<file path="src/rtl/spmb_pkg.sv">
// Constants, carriers and types shared by the slave port mailbox.
// Assumes a single 10 MHz clock domain and an active high async reset.
package spmb_pkg;

  // ----------------------------------------------------------------
  // Widths and addresses
  // ----------------------------------------------------------------
  localparam int unsigned DATA_W = 8;                 // Byte wide port
  localparam int unsigned ADDR_W = 2;                 // Two select lines
  localparam int unsigned BOOT_AW = 16;               // Boot address width
  localparam logic [1:0] ADDR_D0 = 2'h0;              // Data register zero
  localparam logic [1:0] ADDR_D1 = 2'h1;              // Data register one
  localparam logic [1:0] ADDR_D2 = 2'h2;              // Data register two
  localparam logic [1:0] ADDR_STAT = 2'h3;            // Status register

  // ----------------------------------------------------------------
  // Status bit positions
  // ----------------------------------------------------------------
  localparam int unsigned ST_IN_FULL = 0;             // Inbound full flags, bits 2:0
  localparam int unsigned ST_OUT_FULL = 4;            // Outbound full flags, bits 6:4
  localparam int unsigned ST_IN_REQ = 3;              // Master to core request pending
  localparam int unsigned ST_OUT_REQ = 7;             // Core to master request pending

  // ----------------------------------------------------------------
  // Startup select and boot constants
  // ----------------------------------------------------------------
  localparam logic [1:0] SMODE_PORT_BOOT = 2'h1;      // hi=0, lo=1
  localparam int unsigned BOOT_IO_BIT = 15;           // Address high bit picks I/O
  localparam logic [1:0] BOOT_CNT_LAST = 2'h2;        // Third byte of a triplet
  localparam logic [1:0] SYNC_SETTLE = 2'h2;          // Cycles for pins to cross the sync
  localparam logic [7:0] BYTE_ZERO = 8'h00;           // Cleared byte

  // Core side access carrier
  typedef struct packed {
    logic             wr;    // Write strobe, one cycle
    logic             rd;    // Read strobe, one cycle
    logic [1:0]       addr;  // Register select
    logic [7:0]       wdata; // Write data
  } spmb_core_req_t;

  // Boot store carrier toward memory or I/O space
  typedef struct packed {
    logic             valid; // One cycle store pulse
    logic             io;    // Store targets I/O space
    logic [14:0]      addr;  // Address within the space
    logic [7:0]       data;  // Data byte
  } spmb_boot_st_t;

  // Boot loader states
  typedef enum logic [2:0] {
    BOOT_IDLE = 3'b001,
    BOOT_LOAD = 3'b010,
    BOOT_DONE = 3'b100
  } spmb_boot_state_t;

endpackage

</file>
<file path="src/rtl/spmb_sync.sv">
// Two flop synchroniser for a bundle of pin levels.
// Assumes the inputs are asynchronous levels; output is flop two, two cycles after the input.
`timescale 1ns/1ps
`default_nettype none
module spmb_sync #(
  parameter int unsigned W = 1
) (
  input  wire logic         mclk,
  input  wire logic         reset,
  input  wire logic [W-1:0] din,
  output var  logic [W-1:0] dout
);

  // ----------------------------------------------------------------
  // Synchroniser chain
  // ----------------------------------------------------------------
  logic [W-1:0] meta;        // First stage, read only by second stage
  logic [W-1:0] next_meta;   // Next first stage
  logic [W-1:0] next_dout;   // Next second stage

  // Next values: plain shift
  always_comb
  begin
    next_meta = din;
    next_dout = meta;
  end

  // Registers reset to zero
  always_ff @(posedge mclk or posedge reset)
  begin
    if (reset)
    begin
      meta <= '0;
      dout <= '0;
    end
    else
    begin
      meta <= next_meta;
      dout <= next_dout;
    end
  end

endmodule
`default_nettype wire

</file>
<file path="src/rtl/spmb_top.sv">
// Slave port mailbox: master pins on one side, core accesses on the other,
// plus the cold boot loader fed through the same port.
// Assumes master pins are asynchronous; strobes are active low levels.
`timescale 1ns/1ps
`default_nettype none
module spmb_top (
  input  wire logic                  mclk,
  input  wire logic                  reset,
  // Master side pins
  input  wire logic [1:0]            sp_addr,
  input  wire logic                  sp_wr_n,
  input  wire logic                  sp_rd_n,
  input  wire logic [7:0]            sp_din,
  output var  logic [7:0]            sp_dout,
  output var  logic                  sp_doe_n,
  output var  logic                  sp_attn_n,
  input  wire logic                  startup_select_hi,
  input  wire logic                  startup_select_lo,
  // Core side
  input  wire spmb_pkg::spmb_core_req_t core_req,
  output var  logic [7:0]            core_rdata,
  input  wire logic                  core_irq_en,
  output var  logic                  core_irq,
  output var  logic [7:0]            status,
  output var  logic                  boot_active,
  output var  spmb_pkg::spmb_boot_st_t boot_store
);

  // ----------------------------------------------------------------
  // Pin synchronisation
  // ----------------------------------------------------------------
  logic [13:0] pins_s;       // Synchronised pins
  logic [1:0]  addr_s;       // Synchronised select
  logic        wr_n_s;       // Synchronised write strobe
  logic        rd_n_s;       // Synchronised read strobe
  logic [7:0]  din_s;        // Synchronised data
  logic [1:0]  smode_s;      // Synchronised startup select

  // Strobes enter inverted so the chain's reset zero reads as idle high (no false edge)
  spmb_sync #(.W(14)) u_sync (
    .mclk  (mclk),
    .reset (reset),
    .din   ({startup_select_hi, startup_select_lo, sp_din, ~sp_rd_n, ~sp_wr_n, sp_addr}),
    .dout  (pins_s)
  );

  assign addr_s  = pins_s[1:0];
  assign wr_n_s  = ~pins_s[2];
  assign rd_n_s  = ~pins_s[3];
  assign din_s   = pins_s[11:4];
  assign smode_s = pins_s[13:12];

  // ----------------------------------------------------------------
  // Strobe edge detection
  // ----------------------------------------------------------------
  logic wr_n_d;              // Delayed write strobe
  logic rd_n_d;              // Delayed read strobe
  logic m_wr;                // Master write completes (rising edge)
  logic m_rd;                // Master read completes (rising edge)

  // Data is taken on the strobe's trailing edge, when the bus is settled
  assign m_wr = wr_n_s & ~wr_n_d;
  assign m_rd = rd_n_s & ~rd_n_d;

  // ----------------------------------------------------------------
  // Mailbox state
  // ----------------------------------------------------------------
  logic [7:0] in_reg  [3];   // Master to core registers
  logic [7:0] out_reg [3];   // Core to master registers
  logic [2:0] in_full;       // Inbound full flags
  logic [2:0] out_full;      // Outbound full flags
  logic       attn;          // Request toward master
  logic       cirq;          // Request toward core
  logic [7:0] next_in_reg  [3];
  logic [7:0] next_out_reg [3];
  logic [2:0] next_in_full;
  logic [2:0] next_out_full;
  logic       next_attn;
  logic       next_cirq;
  logic [7:0] next_sp_dout;
  logic       next_sp_doe_n;
  logic [7:0] next_core_rdata;
  logic [7:0] stat_val;      // Live status word

  // Index decode for a data register select
  function automatic logic [2:0] spmb_dec(input logic [1:0] a);
    spmb_dec = (a == spmb_pkg::ADDR_D0) ? 3'h1 :
               (a == spmb_pkg::ADDR_D1) ? 3'h2 :
               (a == spmb_pkg::ADDR_D2) ? 3'h4 : 3'h0;
  endfunction

  // Status word, identical for both readers
  always_comb
  begin
    stat_val = spmb_pkg::BYTE_ZERO;
    stat_val[spmb_pkg::ST_IN_FULL +: 3]  = in_full;
    stat_val[spmb_pkg::ST_OUT_FULL +: 3] = out_full;
    stat_val[spmb_pkg::ST_IN_REQ]        = in_full[0];
    stat_val[spmb_pkg::ST_OUT_REQ]       = out_full[0];
  end

  // Next values of the mailbox; sets beat clears in the same cycle
  always_comb
  begin
    logic [2:0] mw;
    logic [2:0] mr;
    logic [2:0] cw;
    logic [2:0] cr;
    mw = m_wr ? spmb_dec(addr_s) : 3'h0;
    mr = m_rd ? spmb_dec(addr_s) : 3'h0;
    cw = core_req.wr ? spmb_dec(core_req.addr) : 3'h0;
    cr = core_req.rd ? spmb_dec(core_req.addr) : 3'h0;
    // During boot the master bytes feed the loader, not the mailbox
    if (boot_active)
    begin
      mw = 3'h0;
    end
    for (int i = 0; i < 3; i++)
    begin
      next_in_reg[i]  = mw[i] ? din_s : in_reg[i];
      next_out_reg[i] = cw[i] ? core_req.wdata : out_reg[i];
    end
    next_in_full  = (in_full & ~cr) | mw;
    next_out_full = (out_full & ~mr) | cw;
    // Only register zero raises a request; status writes do nothing
    next_attn = (attn & ~mr[0]) | cw[0];
    next_cirq = (cirq & ~cr[0]) | (mw[0] & core_irq_en);
    if (!core_irq_en)
    begin
      next_cirq = 1'b0;
    end
    // Master read path: outbound registers or status only
    next_sp_doe_n = rd_n_s;
    case (addr_s)
      spmb_pkg::ADDR_D0: next_sp_dout = out_reg[0];
      spmb_pkg::ADDR_D1: next_sp_dout = out_reg[1];
      spmb_pkg::ADDR_D2: next_sp_dout = out_reg[2];
      default:           next_sp_dout = stat_val;
    endcase
    // Core read path: inbound registers or status
    case (core_req.addr)
      spmb_pkg::ADDR_D0: next_core_rdata = in_reg[0];
      spmb_pkg::ADDR_D1: next_core_rdata = in_reg[1];
      spmb_pkg::ADDR_D2: next_core_rdata = in_reg[2];
      default:           next_core_rdata = stat_val;
    endcase
    if (!core_req.rd)
    begin
      next_core_rdata = core_rdata;
    end
  end

  // Mailbox registers
  always_ff @(posedge mclk or posedge reset)
  begin
    if (reset)
    begin
      for (int i = 0; i < 3; i++)
      begin
        in_reg[i]  <= spmb_pkg::BYTE_ZERO;
        out_reg[i] <= spmb_pkg::BYTE_ZERO;
      end
      in_full    <= 3'h0;
      out_full   <= 3'h0;
      attn       <= 1'b0;
      cirq       <= 1'b0;
      wr_n_d     <= 1'b1;
      rd_n_d     <= 1'b1;
      sp_dout    <= spmb_pkg::BYTE_ZERO;
      sp_doe_n   <= 1'b1;
      sp_attn_n  <= 1'b1;
      core_irq   <= 1'b0;
      core_rdata <= spmb_pkg::BYTE_ZERO;
      status     <= spmb_pkg::BYTE_ZERO;
    end
    else
    begin
      in_reg     <= next_in_reg;
      out_reg    <= next_out_reg;
      in_full    <= next_in_full;
      out_full   <= next_out_full;
      attn       <= next_attn;
      cirq       <= next_cirq;
      wr_n_d     <= wr_n_s;
      rd_n_d     <= rd_n_s;
      sp_dout    <= next_sp_dout;
      sp_doe_n   <= next_sp_doe_n;
      sp_attn_n  <= ~next_attn;
      core_irq   <= next_cirq;
      core_rdata <= next_core_rdata;
      status     <= stat_val;
    end
  end

  // ----------------------------------------------------------------
  // Cold boot loader
  // ----------------------------------------------------------------
  spmb_pkg::spmb_boot_state_t bstate;       // Loader state
  spmb_pkg::spmb_boot_state_t next_bstate;
  logic [1:0]  bcnt;                        // Byte within triplet
  logic [1:0]  next_bcnt;
  logic [15:0] baddr;                       // Collected address, high byte first
  logic [15:0] next_baddr;
  spmb_pkg::spmb_boot_st_t next_boot_store;
  logic        next_boot_active;

  // Startup select is only trusted once both sync stages hold the pins;
  // earlier the chain still shows its reset zero, which would mean normal start.
  always_comb
  begin
    next_bstate     = bstate;
    next_bcnt       = bcnt;
    next_baddr      = baddr;
    next_boot_store = '0;
    unique case (bstate)
      spmb_pkg::BOOT_IDLE:
      begin
        // Count the settle cycles in the triplet counter, then decide
        next_bcnt = bcnt + 2'h1;
        if (bcnt == spmb_pkg::SYNC_SETTLE)
        begin
          next_bcnt   = 2'h0;
          next_bstate = (smode_s == spmb_pkg::SMODE_PORT_BOOT) ?
                        spmb_pkg::BOOT_LOAD : spmb_pkg::BOOT_DONE;
        end
      end
      spmb_pkg::BOOT_LOAD:
      begin
        if (m_wr)
        begin
          if (bcnt == spmb_pkg::BOOT_CNT_LAST)
          begin
            next_bcnt             = 2'h0;
            next_boot_store.valid = 1'b1;
            next_boot_store.io    = baddr[spmb_pkg::BOOT_IO_BIT];
            next_boot_store.addr  = baddr[14:0];
            next_boot_store.data  = din_s;
            if (baddr[spmb_pkg::BOOT_IO_BIT])
            begin
              next_bstate = spmb_pkg::BOOT_DONE;
            end
          end
          else
          begin
            next_bcnt  = bcnt + 2'h1;
            next_baddr = {baddr[7:0], din_s};
          end
        end
      end
      spmb_pkg::BOOT_DONE:
      begin
        next_bstate = spmb_pkg::BOOT_DONE;
      end
    endcase
    next_boot_active = (next_bstate != spmb_pkg::BOOT_DONE);
  end

  // Loader registers; core held in boot until the loader finishes
  always_ff @(posedge mclk or posedge reset)
  begin
    if (reset)
    begin
      bstate      <= spmb_pkg::BOOT_IDLE;
      bcnt        <= 2'h0;
      baddr       <= 16'h0000;
      boot_store  <= '0;
      boot_active <= 1'b1;
    end
    else
    begin
      bstate      <= next_bstate;
      bcnt        <= next_bcnt;
      baddr       <= next_baddr;
      boot_store  <= next_boot_store;
      boot_active <= next_boot_active;
    end
  end

endmodule
`default_nettype wire

</file>
<file path="config.mk">
export PLATFORM = sky130hd
export DESIGN_NAME = spmb_top
export DESIGN_NICKNAME = d
export VERILOG_FILES = /design/src/rtl/spmb_pkg.sv /design/src/rtl/spmb_sync.sv /design/src/rtl/spmb_top.sv
export SDC_FILE = /design/constraint.sdc
export NUM_CORES = 1
export LEC_CHECK = 0
export ABC_AREA = 1
export BUFFER_PORTS_ARGS = -buffer_cell sky130_fd_sc_hd__buf_2
export CORE_MARGIN = 1.5
export CORE_UTILIZATION = 29
export CTS_CLUSTER_DIAMETER = 80
export DETAILED_ROUTE_END_ITERATION = 12
export GPL_TIMING_DRIVEN = 0
export PLACE_DENSITY = 0.56
export SLEW_MARGIN = 25
export SYNTH_ARGS = -nofsm -noshare
export SYNTH_HDL_FRONTEND = slang
export SYNTH_SLANG_ARGS = --single-unit
</file>
<file path="constraint.sdc">
create_clock -name mclk -period 8.1 [get_ports mclk]
set_input_delay 1.215 -clock mclk [delete_from_list [all_inputs] [get_ports mclk]]
set_output_delay 1.215 -clock mclk [all_outputs]
set_load 0.03 [all_outputs]
</file>
* Word level (Yosys, flattened, before mapping)
Cells that the tools add are included.
** Word-level totals
- Word-level logic and storage cells :: 92
- Register bits :: 158
** Cells by class
- Add/sub/neg operators :: 1
- Eq/ne operators :: 11
- Multiplexer cells :: 26
- Bitwise operators :: 23
- Reduce and logical (&&, ||, !) cells :: 5
** Operator list (count)
- two-way mux 25 bit :: 3
- two-way mux 3 bit :: 16
- case mux 8 bit (3 select lines) :: 2
- inverter 1 bit :: 10
- case mux 3 bit (3 select lines) :: 1
- bitwise AND 3 bit :: 2
- == test 2 x 1 -> 1 bit, second input constant :: 3
- == test 2 bit, second input constant :: 3
- inverter 3 bit :: 2
- bitwise OR 3 bit :: 2
- bitwise AND 1 bit :: 5
- logical NOT 2 bit :: 2
- two-way mux 2 bit :: 2
- case mux 2 bit (2 select lines) :: 1
- == test 3 x 1 -> 1 bit, second input constant :: 1
- == test 3 x 2 -> 1 bit, second input constant :: 1
- == test 3 bit, second input constant :: 1
- != test 3 bit, second input constant :: 1
- AND reduction 3 bit :: 1
- adder 2 x 1 -> 2 bit, second input constant :: 1
- != test 2 bit, second input constant :: 1
- bitwise OR 1 bit :: 2
- AND reduction 2 bit :: 1
- nonzero test 2 bit :: 1
- two-way mux 1 bit :: 1

* Depth between registers and ports, before layout
- Depth after elaboration :: 9
- Mapped depth :: 8
- Gate-level depth less buffers :: 8

* Hierarchy
A second synthesis with hierarchy kept.
** Second synthesis, totals
- Cells, all modules :: 552
- Area total of the unflattened synthesis :: 5775.5 µm²
** Modules (own cells, without submodules)
- spmb_top :: area an instance 5071.1 µm², cells an instance 523, sequential area each 3209.3 µm², instances 1
- spmb_sync :: area an instance 704.4 µm², cells an instance 29, sequential area each 700.7 µm², instances 1

* Worst setup path before layout
No wires, ideal clock.
- Path kind :: input -> register
- Start point :: input core_req[8] (netlist bit)
- End point :: register out_reg[8] (netlist bit)
- Data arrival time :: 1.957 ns
- Cell stages on the path :: 7
- Setup slack :: 6.016 ns
- Cells stage by stage :: buf_4 > inv_1 > nor2_4 > nand2_2 > buf_2 > nand2_1 > o21ai_0
** On the way
- Word-level cells in the longest chain between the ends :: 4
** Ends and longest elaborated chain
- from (decl) :: line spmb_top.sv:20 : input wire spmb_pkg::spmb_core_req_t core_req,
- == test 2 x 1 -> 1 bit :: line spmb_top.sv:88 : (a == spmb_pkg::ADDR_D1) ? 3'h2 :
- two-way mux 3 bit :: line spmb_top.sv:88
- two-way mux 3 bit (*) :: line spmb_top.sv:87 : spmb_dec = (a == spmb_pkg::ADDR_D0) ? 3'h1 :
- two-way mux 3 bit (*) :: line spmb_top.sv:111 : cw = core_req.wr ? spmb_dec(core_req.addr) : 3'h0;
- to (signal, indexed assignment) :: line spmb_top.sv:161 : out_reg[i] <= spmb_pkg::BYTE_ZERO;
- to (signal assigned) :: line spmb_top.sv:179 : out_reg <= next_out_reg;
- to (decl) :: line spmb_top.sv:69 : logic [7:0] out_reg [3];
Every way passes the cells marked *; elsewhere a longest branch is shown, timed or not.
A chain may end at the register's enable or synchronous reset.

* Worst setup path after layout
- Start point :: register boot_active
- End point :: output boot_active
** RTL lines
- from (decl) :: line spmb_top.sv:25 : output var logic boot_active,
- from (signal assigned) :: line spmb_top.sv:275 : boot_active <= next_boot_active;
No word-level cell between the ends.

==> summary.md <==
| Metric | Value |
|---|---|
| Fillers | 2001 |
| CP max stage delay | 0.53 ns |
| Clock transition at the registers of the reported paths | 0.06 ns |
| Core Box Area | 0.0195 mm2 |
| R2r worst-path depth | 5 |
| Area leader, netlist | dfrtp_1 |
| Endpoint class of the critical path | primary output |
| Hold slack final | 0.347 ns |
| Tmin final | 2.36 ns |
| Slew HR | 67.4% |
| Die H | 144 um |
| IO Count | 82 |
| Rows | 51 |
| WP buf/inv | 1 |
| Setup tns final | 0 ns |
| Primary FF master, synth | dfrtp_1 |
| Critical R2R Launch | u_sync.dout[1] |
| Via count | 3873 |
| Unrepaired setup endpoints after global routing | no |
| Hold_buf cts | 0 |
| Capturing point of the worst reg2reg path | in_reg[16] |
| Fin nets | 679 |
| Internal reg-to-reg setup slack | 6.45 ns |
| Post-synth top area share | 65.3% |
| CP startpoint kind | flip-flop |
| DR WL/cell | 13.6 um |
| Global routing usage on met2 | 19.8% |
| CTS tree | done |
| HP Start | u_sync.meta[9] |
| Synth top cells by count | nand2_1 (168), dfrtp_1 (151), inv_1 (52), nor2_1 (38), o21ai_0 (33) |
| Final WL | 12.6 mm |
| CP Data Required Time | 6.88 ns |
| Dpl hpwl | 8.24 mm |
| Synthesis-to-finish area growth | 23.4% |
| Worst clock skew | 0.00843 ns |
| Sequential cell area | 0.00391 mm2 |
| Yosys reg bits | 156 |
| Initial antenna violation count | 0 |
| Largest register FFs | 25 |
| Slew Viols, Final | 0 |
| Post-Syn Area | 0.00579 mm2 |
| Status | completed |
| Vias in the first global route | 3797 |
| Ys async rst share | 100% |
| GRT met3 Usage | 3.74% |
| Die area | 0.0208 mm2 |
| WHS Endpoint | u_sync.dout[9] |
| Critical path class | reg -> out |
| Post-CTS Setup Repair Bufs | 0 |
| Max-cap violations | 0 |
| Buffers on Ports | 79 |
| Sequential share of the synthesized area | 67.6% |
| Largest net degree at the start of global routing | 97 |
| CTS Buf Count | 17 |
| Root buf cell | clkbuf_16 |
| Final period utilization | 29.2% |
| Die Width | 144 um |
| Area of the multi-input gates | 0.00156 mm2 |
| Maximum clock frequency | 0.423 GHz |
| First-pass GRT wire length | 20.5 mm |
| Skew-Pair Late Insertion Delay | 0.42 ns |
| Starting Density | 29.6% |
| Cells taking the most area after synthesis | dfrtp_1 (65%), nand2_1 (11%), o21ai_2 (3.8%) |
| Ratio of cells with drive above 1 in the final layout | 27.1% |
| Syn Nets | 580 |
| Avg Vias per Cell | 4.17 |
| Gr usage total | 13.2% |
| Critical Path AT | 1.15 ns |
| Final Hold Fails | 0 |
| Hold Crit Class | reg -> reg |
| Placer Congestion | 0.760 |
| CTS max path bufs | 2 |
| Syn avg cell area | 10.5 um2 |
| GR Util met1 | 18.1% |
| Cell Pwr Density | 247 mW/mm2 |
| Routed Antenna Nets | 0 |
| Worst-Margin Slew | 0.489 ns |
| Max IR drop VDD | 136 uV |
| Drt first pass iters | 4 |
| Synth Warn # | 0 |
| CP max-delay cell | dfstp_2 |
| DRC violations left | 0 |
| Gates resized, CTS repair | 0 |
| Htree depth | 4 |
| Post-synth cell types | 25 |
| Worst Path Max Fanout | 2 |
| EDFF count, synth | 0 |
| N_diodes | 0 |
| Count leader, synth | nand2_1 |
| Drt initial violations | 310 |
| # setup viols final | 0 |
| Hold Path Stages | 0 |
| Top Usage Layer GRT | met2 |
| Leakage power | 0.00360 uW |
| CTS sink count | 156 |
| Crit-path cells | buf_2 |
| Total gr overflow | 0 |
| Top Family by Delay on Critical Path | flip-flops |
| Post-synthesis cell count | 551 |
final cells by class:
type | count | area share, %
plain buffers | 15 | 1.45
multi-input cells | 324 | 21.9
repair buffers | 80 | 5.92
inverters | 56 | 3.05
flip-flops and latches | 156 | 54.7
clock inverters | 12 | 1.77
well taps | 265 | 4.64
clock buffers | 20 | 6.53
layout by cell type (no fill, tap or decap), types with 3 or more instances in the layout:
cell | synthesis | final
nand2_1 | 168 | 168
dfrtp_1 | 151 | 151
buf_2 | 8 | 87
inv_1 | 52 | 51
nor2_1 | 38 | 38
o21ai_0 | 33 | 33
o21ai_2 | 25 | 25
clkbuf_16 | 0 | 17
o21ai_1 | 14 | 14
nand3_1 | 10 | 10
nand4_1 | 9 | 9
nor2_4 | 7 | 7
nand2_2 | 5 | 5
dfstp_2 | 5 | 5
inv_6 | 0 | 5
buf_4 | 4 | 4
a21oi_1 | 4 | 4
inv_2 | 3 | 3
buf_6 | 3 | 3
nor2_2 | 3 | 3
clkbuf_8 | 0 | 3
clkinv_4 | 0 | 3
where the power goes:
group	internal, uW	switching (uW)	leakage (uW)
combinational	38.3	92.4	0.00129
clock	456	336	0.000287
sequential	822	21.7	0.00202
cells by family after synthesis:
kind of cell    count (synthesis)  share of synthesized area, %
compound gates                 77                          8.32
flops                         156                          67.6
buf+inv                        71                          5.43
simple gates                  247                          18.7
per-stage QoR:
| step | instance area, um2 | util, % | std cells | total power, uW | setup slack, ns |
|---|---|---|---|---|---|
| 2_1_floorplan | 5790 | - | 551 | 944 | 2.69 |
| 3_3_place_gp | 6510 | 33.4 | 895 | 988 | 0.791 |
| 3_5_place_dp | 6550 | 33.5 | 896 | 992 | 5.66 |
| 4_1_cts | 7140 | 36.6 | 928 | 1800 | 5.70 |
| 5_1_grt | 7140 | 36.6 | 928 | 1850 | 5.68 |
| 6_report | 7140 | 36.6 | 928 | 1770 | 5.74 |
per-layer routing:
metal,wire (um),up-vias
met1,6220,1844
met4,156,0
li1,-,1919
met3,607,16
met5,0,-
met2,5640,94
worst max-delay path by stage:
stage | startpoint | to | slack, ns | cells after the start
finish | boot_active | boot_active | 5.74 | 1
global route | boot_active | boot_active | 5.68 | 1
CTS | boot_active | boot_active | 5.70 | 1
floorplan | reset | attn | 2.69 | 1
global placement | reset | u_sync.meta[6] | 0.79 | 2
detailed placement | core_req[9] | out_reg[19] | 5.66 | 5
(Power assumes the default switching activity.)
